## src/hw/pll_host_map.vh

```
// Purpose: register offsets, fields and constants of the audio pll host controller
// Assumes: included by bare name, definitions only
// Notes: device offsets are page 0 register numbers
`ifndef PLL_HOST_MAP_VH
`define PLL_HOST_MAP_VH

// device registers (page 0)
`define DEV_PAGE_SEL         8'h00
`define DEV_PLL_ENABLE_CTRL  8'h04
`define DEV_PLL_REF_SELECT   8'h0d
`define DEV_PLL_PRE_DIVIDER  8'h14
`define DEV_PLL_INTEGER_MULT 8'h15
`define DEV_PLL_FRACTION_HI  8'h16
`define DEV_PLL_FRACTION_LO  8'h17
`define DEV_PLL_R_MULT       8'h18
`define DEV_PROC_CLK_DIV     8'h1b
`define DEV_MOD_CLK_DIV      8'h1c
`define DEV_CP_CLK_DIV       8'h1d
`define DEV_OSR_CLK_DIV      8'h1e
`define DEV_BCK_OUT_DIV      8'h20
`define DEV_WCK_OUT_DIV      8'h21
`define DEV_PAGE_ZERO        8'h00
`define SEQ_LEN              4'he

// reference source codes in bits 6:4
`define SRC_SCLK             3'h0
`define SRC_BCLK             3'h1

// host apb registers
`define A_CTRL               8'h00
`define A_STATUS             8'h04
`define A_PLL                8'h08
`define A_FRAC               8'h0c
`define A_DIV0               8'h10
`define A_DIV1               8'h14
`define A_REF_KHZ            8'h18

// ctrl fields
`define CTRL_START           0
`define CTRL_PLL_ON          1
`define CTRL_SRC_LSB         4
// status fields
`define ST_BUSY              0
`define ST_DONE              1
`define ST_NACK              2
`define ST_CFG_ERR           3

// limits, frequencies in kHz except PREF_MIN_FRAC_HZ in Hz
`define REF_MIN_KHZ          17'd512
`define REF_MAX_KHZ          17'd50000
`define PREF_MIN_INT_KHZ     17'd1000
`define PREF_MIN_FRAC_HZ     27'd6667000
`define PREF_MAX_KHZ         17'd20000
`define OUT_MIN_KHZ          17'd64000
`define OUT_MAX_KHZ          17'd100000
`define FRAC_SCALE           14'd10000
`define FRAC_MAX             14'd9999
`define J_MIN_INT            6'd1
`define J_MIN_FRAC           6'd4
`define J_MAX_FRAC           6'd11
`define OSR_PRODUCT          14'd128

`endif

```

## src/hw/audio_pll_host.v

```verilog
// Purpose: host controller that programs the amplifier clock tree over its two-wire port
// Assumes: apb slave with one wait state; device on page 0 after a page write
// Notes: coefficients are checked before any device write is issued, unless pll_on was clear before the start write
// How it works
// ref source field goes to register 13
// pll off means host supplies system clock
// pll on is the reset state here
// output is input times R times J.D over P
// reference must lie in 512 kHz..50 MHz
// P written to register 20 bits 3:0
// J written to register 21 bits 5:0
// fraction split over registers 22 and 23
// R written to register 24 bits 3:0
// integer mode limits checked before programming
// fractional mode limits checked, R must be one
// sample rate is pll output over 2048
// processing divider written to register 27
// modulator divider written to register 28
// charge pump divider written to register 29
// oversampling divider gives sixteen times sample rate
// bit clock out divider to register 32
// word clock out divider to register 33
// bit clock reference is 32 or 64 fs
// internal reference is source over P
// all clock registers written before pll enable
// with pll off, dividers run from system clock
`include "pll_host_map.vh"
module audio_pll_host #(
    parameter       QTR      = 16,
    parameter [6:0] DEV_ADDR = 7'h4c
) (
    input  wire        i_clk,
    input  wire        i_resetn,
    input  wire        psel,
    input  wire        penable,
    input  wire        pwrite,
    input  wire [7:0]  paddr,
    input  wire [31:0] pwdata,
    output reg  [31:0] prdata,
    output reg         pready,
    output reg         pslverr,
    input  wire        i_sda_in,
    output wire        o_sda_out,
    output wire        o_sda_oe,
    output wire        o_scl_out,
    output wire        o_scl_oe,
    output reg         o_sclk_needed
);
    localparam [1:0] Q_IDLE = 2'h0;
    localparam [1:0] Q_ISSUE = 2'h1;
    localparam [1:0] Q_WAIT = 2'h2;

    reg         pll_on;
    reg  [2:0]  ref_src;
    reg  [3:0]  pre_divide_value;
    reg  [5:0]  integer_mult_value;
    reg  [13:0] fraction_mult_value;
    reg  [3:0]  r_mult_value;
    reg  [6:0]  proc_clk_div;
    reg  [6:0]  modulator_clk_div;
    reg  [6:0]  charge_pump_clk_div;
    reg  [6:0]  oversample_clk_div;
    reg  [6:0]  bit_clk_out_div;
    reg  [7:0]  word_clk_out_div;
    reg  [15:0] ref_khz;
    reg         busy;
    reg         done;
    reg         nack;
    reg         cfg_err;
    reg  [1:0]  qstate;
    reg  [3:0]  idx;
    reg         go;
    reg  [7:0]  seq_reg;
    reg  [7:0]  seq_data;
    wire        wr_busy;
    wire        wr_done;
    wire        wr_nack;

    // coefficient decode: a zero P or R field stands for sixteen
    wire [4:0]  p_val = (pre_divide_value == 4'h0) ? 5'h10 : {1'b0, pre_divide_value};
    wire [4:0]  r_val = (r_mult_value == 4'h0) ? 5'h10 : {1'b0, r_mult_value};
    wire        frac = (fraction_mult_value != 14'h0000);
    wire [19:0] k_x = integer_mult_value * `FRAC_SCALE + {6'h00, fraction_mult_value};
    // internal reference compared as ref against limits times P
    wire [21:0] p_min_int = p_val * `PREF_MIN_INT_KHZ;
    wire [31:0] p_min_frac = p_val * `PREF_MIN_FRAC_HZ;
    wire [21:0] p_max = p_val * `PREF_MAX_KHZ;
    wire [25:0] ref_hz_k = ref_khz * 10'd1000;
    // pll output times P times 10000 in kHz
    wire [47:0] out_x = ref_khz * r_val * k_x;
    wire [47:0] out_lo = p_val * `OUT_MIN_KHZ * `FRAC_SCALE;
    wire [47:0] out_hi = p_val * `OUT_MAX_KHZ * `FRAC_SCALE;
    wire        ref_ok = ({1'b0, ref_khz} >= `REF_MIN_KHZ) && ({1'b0, ref_khz} <= `REF_MAX_KHZ);
    wire        pref_ok = frac ? ({6'h00, ref_hz_k} >= p_min_frac) && ({6'h00, ref_khz} <= p_max)
                               : ({6'h00, ref_khz} >= p_min_int) && ({6'h00, ref_khz} <= p_max);
    wire        out_ok = (out_x >= out_lo) && (out_x <= out_hi);
    wire        j_ok = frac ? (integer_mult_value >= `J_MIN_FRAC) && (integer_mult_value <= `J_MAX_FRAC)
                                && (r_val == 5'h01)
                            : (integer_mult_value >= `J_MIN_INT);
    wire        d_ok = (fraction_mult_value <= `FRAC_MAX);
    wire [13:0] osr_prod = modulator_clk_div * oversample_clk_div;
    wire        osr_ok = (osr_prod == `OSR_PRODUCT);
    // bypass mode skips pll limits; the host then provides the system clock
    wire        cfg_ok = osr_ok && (!pll_on || (ref_ok && pref_ok && out_ok && j_ok && d_ok));
    wire        acc = psel && penable && pready;
    wire        wr = acc && pwrite;
    wire        start_req = wr && (paddr == `A_CTRL) && pwdata[`CTRL_START];

    // write order: page, pll off, source, coefficients, dividers, pll enable last
    always @* begin
        seq_reg = `DEV_PAGE_SEL;
        seq_data = `DEV_PAGE_ZERO;
        case (idx)
            4'h1: begin
                seq_reg = `DEV_PLL_ENABLE_CTRL;
                seq_data = 8'h00;
            end
            4'h2: begin
                seq_reg = `DEV_PLL_REF_SELECT;
                seq_data = {1'b0, ref_src, 4'h0};
            end
            4'h3: begin
                seq_reg = `DEV_PLL_PRE_DIVIDER;
                seq_data = {4'h0, pre_divide_value};
            end
            4'h4: begin
                seq_reg = `DEV_PLL_INTEGER_MULT;
                seq_data = {2'h0, integer_mult_value};
            end
            4'h5: begin
                seq_reg = `DEV_PLL_FRACTION_HI;
                seq_data = {2'h0, fraction_mult_value[13:8]};
            end
            4'h6: begin
                seq_reg = `DEV_PLL_FRACTION_LO;
                seq_data = fraction_mult_value[7:0];
            end
            4'h7: begin
                seq_reg = `DEV_PLL_R_MULT;
                seq_data = {4'h0, r_mult_value};
            end
            4'h8: begin
                seq_reg = `DEV_PROC_CLK_DIV;
                seq_data = {1'b0, proc_clk_div};
            end
            4'h9: begin
                seq_reg = `DEV_MOD_CLK_DIV;
                seq_data = {1'b0, modulator_clk_div};
            end
            4'ha: begin
                seq_reg = `DEV_CP_CLK_DIV;
                seq_data = {1'b0, charge_pump_clk_div};
            end
            4'hb: begin
                seq_reg = `DEV_OSR_CLK_DIV;
                seq_data = {1'b0, oversample_clk_div};
            end
            4'hc: begin
                seq_reg = `DEV_BCK_OUT_DIV;
                seq_data = {1'b0, bit_clk_out_div};
            end
            4'hd: begin
                seq_reg = `DEV_WCK_OUT_DIV;
                seq_data = word_clk_out_div;
            end
            4'he: begin
                seq_reg = `DEV_PLL_ENABLE_CTRL;
                seq_data = {7'h00, pll_on};
            end
            default: begin
                seq_reg = `DEV_PAGE_SEL;
                seq_data = `DEV_PAGE_ZERO;
            end
        endcase
    end

    always @(posedge i_clk) begin
        if (!i_resetn) begin
            prdata <= 32'h00000000;
            pready <= 1'b0;
            pslverr <= 1'b0;
            pll_on <= 1'b1;
            ref_src <= `SRC_SCLK;
            pre_divide_value <= 4'h1;
            integer_mult_value <= 6'h00;
            fraction_mult_value <= 14'h0000;
            r_mult_value <= 4'h1;
            proc_clk_div <= 7'h00;
            modulator_clk_div <= 7'h00;
            charge_pump_clk_div <= 7'h00;
            oversample_clk_div <= 7'h00;
            bit_clk_out_div <= 7'h00;
            word_clk_out_div <= 8'h00;
            ref_khz <= 16'h0000;
            busy <= 1'b0;
            done <= 1'b0;
            nack <= 1'b0;
            cfg_err <= 1'b0;
            qstate <= Q_IDLE;
            idx <= 4'h0;
            go <= 1'b0;
            o_sclk_needed <= 1'b0;
        end else begin
            // one wait state keeps read data registered
            pready <= psel && penable && !pready;
            pslverr <= 1'b0;
            if (psel && penable && !pready) begin
                pslverr <= (paddr > `A_REF_KHZ) || (paddr[1:0] != 2'h0);
                // writes leave read data alone, so it holds until the next read
                if (!pwrite) begin
                    case (paddr)
                        `A_CTRL: prdata <= {25'h0, ref_src, 2'h0, pll_on, 1'b0};
                        `A_STATUS: prdata <= {28'h0, cfg_err, nack, done, busy};
                        `A_PLL: prdata <= {12'h0, r_mult_value, 2'h0, integer_mult_value, 4'h0, pre_divide_value};
                        `A_FRAC: prdata <= {18'h0, fraction_mult_value};
                        `A_DIV0: prdata <= {1'b0, oversample_clk_div, 1'b0, charge_pump_clk_div,
                                            1'b0, modulator_clk_div, 1'b0, proc_clk_div};
                        `A_DIV1: prdata <= {16'h0, word_clk_out_div, 1'b0, bit_clk_out_div};
                        `A_REF_KHZ: prdata <= {16'h0, ref_khz};
                        default: prdata <= 32'h00000000;
                    endcase
                end
            end
            // settings are locked while a sequence runs
            if (wr && !busy) begin
                case (paddr)
                    `A_CTRL: begin
                        pll_on <= pwdata[`CTRL_PLL_ON];
                        ref_src <= pwdata[`CTRL_SRC_LSB + 2:`CTRL_SRC_LSB];
                    end
                    `A_PLL: begin
                        pre_divide_value <= pwdata[3:0];
                        integer_mult_value <= pwdata[13:8];
                        r_mult_value <= pwdata[19:16];
                    end
                    `A_FRAC: fraction_mult_value <= pwdata[13:0];
                    `A_DIV0: begin
                        proc_clk_div <= pwdata[6:0];
                        modulator_clk_div <= pwdata[14:8];
                        charge_pump_clk_div <= pwdata[22:16];
                        oversample_clk_div <= pwdata[30:24];
                    end
                    `A_DIV1: begin
                        bit_clk_out_div <= pwdata[6:0];
                        word_clk_out_div <= pwdata[15:8];
                    end
                    `A_REF_KHZ: ref_khz <= pwdata[15:0];
                    default: ;
                endcase
            end
            // write one clears; a hardware set in the same cycle wins
            if (wr && paddr == `A_STATUS) begin
                if (pwdata[`ST_DONE])
                    done <= 1'b0;
                if (pwdata[`ST_NACK])
                    nack <= 1'b0;
                if (pwdata[`ST_CFG_ERR])
                    cfg_err <= 1'b0;
            end
            go <= 1'b0;
            case (qstate)
                Q_IDLE: if (start_req && !busy) begin
                    if (cfg_ok) begin
                        busy <= 1'b1;
                        idx <= 4'h0;
                        qstate <= Q_ISSUE;
                    end else begin
                        cfg_err <= 1'b1;
                    end
                end
                Q_ISSUE: if (!wr_busy) begin
                    go <= 1'b1;
                    qstate <= Q_WAIT;
                end
                Q_WAIT: if (wr_done) begin
                    if (wr_nack) begin
                        nack <= 1'b1;
                        busy <= 1'b0;
                        qstate <= Q_IDLE;
                    end else if (idx == `SEQ_LEN) begin
                        done <= 1'b1;
                        busy <= 1'b0;
                        o_sclk_needed <= !pll_on;
                        qstate <= Q_IDLE;
                    end else begin
                        idx <= idx + 4'h1;
                        qstate <= Q_ISSUE;
                    end
                end
                default: qstate <= Q_IDLE;
            endcase
        end
    end

    // the writer latches register and data on go, so the table may move on
    i2c_reg_writer #(
        .QTR      (QTR),
        .DEV_ADDR (DEV_ADDR)
    ) u_writer (
        .i_clk     (i_clk),
        .i_resetn  (i_resetn),
        .i_go      (go),
        .i_reg     (seq_reg),
        .i_data    (seq_data),
        .i_sda_in  (i_sda_in),
        .o_sda_out (o_sda_out),
        .o_sda_oe  (o_sda_oe),
        .o_scl_out (o_scl_out),
        .o_scl_oe  (o_scl_oe),
        .o_busy    (wr_busy),
        .o_done    (wr_done),
        .o_nack    (wr_nack)
    );
endmodule

```

## src/hw/i2c_reg_writer.v

```verilog
// Purpose: open-drain two-wire master that writes one byte to one device register
// Assumes: device acks each byte; no clock stretching
// Notes: one bit takes four quarter periods of QTR clocks each
`include "pll_host_map.vh"
module i2c_reg_writer #(
    parameter       QTR      = 16,
    parameter [6:0] DEV_ADDR = 7'h4c
) (
    input  wire       i_clk,
    input  wire       i_resetn,
    input  wire       i_go,
    input  wire [7:0] i_reg,
    input  wire [7:0] i_data,
    input  wire       i_sda_in,
    output reg        o_sda_out,
    output reg        o_sda_oe,
    output reg        o_scl_out,
    output reg        o_scl_oe,
    output reg        o_busy,
    output reg        o_done,
    output reg        o_nack
);
    localparam [1:0] S_IDLE  = 2'h0;
    localparam [1:0] S_START = 2'h1;
    localparam [1:0] S_BIT   = 2'h2;
    localparam [1:0] S_STOP  = 2'h3;

    reg [1:0]  state;
    reg [1:0]  phase;
    reg [15:0] div;
    reg [3:0]  bitn;
    reg [1:0]  byten;
    reg [23:0] sh;
    wire       tick = (div == QTR - 1);

    always @(posedge i_clk) begin
        if (!i_resetn) begin
            state <= S_IDLE;
            phase <= 2'h0;
            div <= 16'h0000;
            bitn <= 4'h0;
            byten <= 2'h0;
            sh <= 24'h000000;
            o_sda_out <= 1'b0;
            o_scl_out <= 1'b0;
            o_sda_oe <= 1'b0;
            o_scl_oe <= 1'b0;
            o_busy <= 1'b0;
            o_done <= 1'b0;
            o_nack <= 1'b0;
        end else begin
            o_done <= 1'b0;
            div <= tick ? 16'h0000 : div + 16'h0001;
            case (state)
                S_IDLE: begin
                    div <= 16'h0000;
                    phase <= 2'h0;
                    if (i_go) begin
                        sh <= {DEV_ADDR, 1'b0, i_reg, i_data};
                        o_busy <= 1'b1;
                        o_nack <= 1'b0;
                        bitn <= 4'h0;
                        byten <= 2'h0;
                        state <= S_START;
                    end
                end
                S_START: if (tick) begin
                    phase <= phase + 2'h1;
                    if (phase == 2'h1)
                        o_sda_oe <= 1'b1;
                    if (phase == 2'h2)
                        o_scl_oe <= 1'b1;
                    if (phase == 2'h3) begin
                        phase <= 2'h0;
                        state <= S_BIT;
                    end
                end
                S_BIT: if (tick) begin
                    phase <= phase + 2'h1;
                    case (phase)
                        2'h0: o_sda_oe <= (bitn < 4'h8) ? ~sh[23] : 1'b0;
                        2'h1: o_scl_oe <= 1'b0;
                        2'h2: if (bitn == 4'h8 && i_sda_in)
                            o_nack <= 1'b1;
                        default: begin
                            o_scl_oe <= 1'b1;
                            if (bitn == 4'h8) begin
                                bitn <= 4'h0;
                                byten <= byten + 2'h1;
                                if (byten == 2'h2)
                                    state <= S_STOP;
                            end else begin
                                bitn <= bitn + 4'h1;
                                sh <= {sh[22:0], 1'b0};
                            end
                        end
                    endcase
                end
                default: if (tick) begin
                    phase <= phase + 2'h1;
                    case (phase)
                        2'h0: o_sda_oe <= 1'b1;
                        2'h1: o_scl_oe <= 1'b0;
                        2'h2: o_sda_oe <= 1'b0;
                        default: begin
                            o_busy <= 1'b0;
                            o_done <= 1'b1;
                            state <= S_IDLE;
                        end
                    endcase
                end
            endcase
        end
    end
endmodule

```

## config.mk

```make
export PLATFORM = sky130hd
export DESIGN_NAME = audio_pll_host
export DESIGN_NICKNAME = d
export VERILOG_FILES = /design/src/hw/audio_pll_host.v /design/src/hw/i2c_reg_writer.v
export VERILOG_INCLUDE_DIRS = /design/src /design/src/hw
export SDC_FILE = /design/constraint.sdc
export NUM_CORES = 2
export LEC_CHECK = 0
export BUFFER_PORTS_ARGS = -buffer_cell sky130_fd_sc_hd__buf_2
export CAP_MARGIN = 40
export CORE_ASPECT_RATIO = 0.75
export CORE_MARGIN = 5
export CORE_UTILIZATION = 55
export DETAILED_ROUTE_END_ITERATION = 8
export PLACE_DENSITY = 0.69
export SETUP_SLACK_MARGIN = 0.3
export SLEW_MARGIN = 15
export SYNTH_ARGS = -nofsm -noshare
export SYNTH_HDL_FRONTEND = slang
export SYNTH_HIERARCHICAL = 1
export SYNTH_SLANG_ARGS = --single-unit
```

## constraint.sdc

```tcl
create_clock -name i_clk -period 37.7 [get_ports i_clk]
set_input_delay 3.77 -clock i_clk [delete_from_list [all_inputs] [get_ports i_clk]]
set_output_delay 3.77 -clock i_clk [all_outputs]
set_load 0.01 [all_outputs]
```

==> summary.md <==
| Metric | Value |
|---|---|
| Tightest Hold Check Type | register to register |
| DR iter-0 viols | 2,972 |
| Via Count | 32,800 |
| Number of nets in the layout | 5,961 |
| Area Overhead vs Synth | 6.182% |
| Syn_area_per_cell | 8.512 um^2 |
| Cell with the most instances after synthesis | inv_1 |
| Synth Instances | 4,703 |
| Internal | 0.0003141 W |
| Combinational share of power | 8.8% |
| Congestion Overflow GR | 0 |
| Ys async rst share | 0% |
| Slew Limit Fails | 0 |
| Setup CP Type | register to register |
| Req. time, crit path | 38.04 ns |
| Pwr per Cell Area | 9.835 nW/um^2 |
| Setup TNS | 0 ns |
| RSZ-0062 raised after global routing | no |
| Clk root buf | clkbuf_16 |
| Status | finished clean |
| All-Layer GR Usage | 28.19% |
| Via-per-instance ratio | 5.747 |
| Switching power total | 0.0001039 W |
| Period utilization | 40.25% |
| Inserted Clock Buffers | 17 |
| Number of synthesized flops with an enable pin | 0 |
| VDD IR max | 0.02532 mV |
| Max frequency | 65.91 MHz |
| Reg power frac | 48.6% |
| Leakage power | 21.74 nW |
| Ratio of cells with drive above 1 in the final layout | 5.941% |
| Die width | 321.5 um |
| Nature of the critical path endpoint | register |
| Clock Skew | 0.01187 ns |
| Initial Util | 55.60% |
| Worst Path Max Fanout | 21 |
| Slowest stage cell, crit path | xor2_1 |
| Final wirelength | 110,700 um |
| CTS tree | yes |
| Final ANT Viol Nets | 0 |
| Distinct cells, synth | 98 |
| Area of the core | 72,000 um^2 |
| WP data arrival | 15.51 ns |
| Setup slack at placement | 22.82 ns |
| CP Launch Type | register |
| Fin worst setup slack | 22.53 ns |
| Register bit total from synthesis | 190 |
| Dpl cell area | 41,890 um^2 |
| Wire length per cell | 19.39 um |
| Largest area contributor in the netlist | fa_1 |
| Hold Vio Cnt, Final | 0 |
| IO buf count | 78 |
| Post-CTS Setup Repair Bufs | 0 |
| Hold_buf cts | 0 |
| Post-CTS Resized | 0 |
| Global-route wire length before repair | 178,300 um |
| Filler cells | 6,378 |
| Max_cap viols | 0 |
| Ys Warns | 6 |
| Vias in the first global route | 31,990 |
| Layout Cells excl Fill | 5,707 |
| CTS Buffer Depth | 2 |
| Commonest cells post-synth | inv_1 (751), ha_1 (638), nand2_1 (547), fa_1 (541), a21oi_1 (281) |
| Most used cell, CP | fa_1 |
| Boundary pin count | 85 |
| Flop2flop setup slack | 22.53 ns |
| Die height | 243.6 um |
| Post-DP HPWL | 89,790 um |
| Drt first pass iters | 8 |
| FP Rows | 85 |
| Clk pin slew, worst setup/hold paths | 0.07 ns |
| End-of-flow core utilization | 59.04% |
| Final Wtd Congestion | 0.9489 |
| Top_reg_cell synth | dfxtp_1 |
| Slew HR | 36.07% |
| Antenna violations before repair | 3 |
| Largest net degree at the start of global routing | 67 |
| Slowest stage delay, CP | 0.76 ns |
| Least-Margin Pin Slew | 0.9542 ns |
| # H-tree levels | 4 |
| Post-synthesis sequential area ratio | 9.501% |
| Placed Instances | 5,670 |
| Die area | 78,340 um^2 |
| Final min period | 15.17 ns |
| Clock sinks | 190 |
| Clk network pwr share | 42.6% |
| Synth area leaders | fa_1 (27%), ha_1 (20%), dfxtp_1 (9.5%) |
| Worst skew pair latency | 0.44 ns |
| Synth top area share | 27.05% |
| Finished Cell Area | 42,510 um^2 |
| Cell Area, Synth | 40,030 um^2 |
| # DRC | 0 |
| Sw frac | 24.86% |
| Final setup vio count | 0 |
-- cells by family after synthesis --
| family | after synthesis | synth area share [%] |
|---|---|---|
| AND/OR/NAND/NOR | 1377 | 16.33 |
| adder cells (fa/ha/maj) | 1180 | 47.02 |
| buffers and inverters | 929 | 8.839 |
| AO/OA/AOI/OAI | 777 | 12.68 |
| XOR/XNOR | 209 | 4.607 |
| flip-flops | 190 | 9.501 |
| multiplexers | 38 | 1.000 |
| other | 3 | 0.02813 |
-- layout by cell type, fill, tap and decap left out, types with 15 or more instances in the layout --
cell	instances
mux2i_1	31
o211ai_1	15
a21o_1	52
a22oi_1	28
o21bai_1	32
or3_1	16
buf_2	80
o21a_1	29
fa_1	541
buf_4	86
nand2b_1	35
and2_1	205
xnor2_1	119
a221oi_1	25
ha_1	638
dfxtp_1	190
nor2b_1	34
a21oi_1	280
nand4_1	31
nand3_1	77
o21ai_0	116
clkbuf_16	18
xor2_1	73
nor2_1	272
nand2_1	547
a31oi_1	15
and3_1	26
inv_1	751
nor3_1	63
a211oi_1	34
-- power by group through the flow --
stage	clock network (W)	registers (W)	logic, W
final	0.000178	0.000203	0.0000367
after global routing	0.000188	0.000203	0.0000405
after CTS	0.000179	0.000203	0.0000362
after detailed placement	0	0.000208	0.0000360
after global placement	0	0.000208	0.0000355
after floorplan	0	0.000208	0.0000245
-- final timing paths --
check	cells after the start	startpoint	endpoint
setup / recovery	48	r_mult_value[1]	idx[1]
hold / removal	2	prdata[22]	prdata[22]
setup reg to reg	48	r_mult_value[1]	idx[1]
hold reg to reg	2	prdata[22]	prdata[22]
-- routing by layer --
layer	routed length, um	GRT usage, %
met4	2866	6.000
met3	10740	6.347
met2	45840	40.92
met5	0	0
met1	51220	42.99
-- cell type report --
cell class              instances  area (um^2)  area share, %
clock inverters                10        116.4         0.2737
well taps                     957         1197          2.817
clock buffers                  20        446.7          1.051
repair buffers                180         1226          2.885
inverters                     753         2828          6.652
flip-flops and latches        190         3804          8.948
diodes                          3        7.507        0.01766
multi-input cells            3594        32880          77.36
-- worst max-delay path, delay by kind of cell, from the launching register on --
family                     cells  cell delay, ns
AOI/OAI and AO/OA             13            3.75
adders and majority gates     13            5.98
xor gates and xnor gates       2            0.94
buffers and inverters          5            0.88
DFF                            1            0.30
and+or+nand+nor               15            3.16
-- state kept, by name, summed over array words and instances (netlist names), 6 cells and up --
| signal | cells |
|---|---|
| modulator_clk_div | 7 |
| fraction_mult_value | 14 |
| word_clk_out_div | 8 |
| proc_clk_div | 7 |
| charge_pump_clk_div | 7 |
| oversample_clk_div | 7 |
| u_writer/sh | 24 |
| u_writer/div | 16 |
| prdata | 30 |
| bit_clk_out_div | 7 |
| integer_mult_value | 6 |
| ref_khz | 16 |
-- through the flow --
stage	power [W]	hold slack (ns)
CTS	0.0004180	0.4492
finish	0.0004181	0.4506
global placement	0.0002432	0.4376
floorplan	0.0002325	0.4298
detailed placement	0.0002437	0.4414
global route	0.0004319	0.4685
Power figures use the tool's default switching activity.
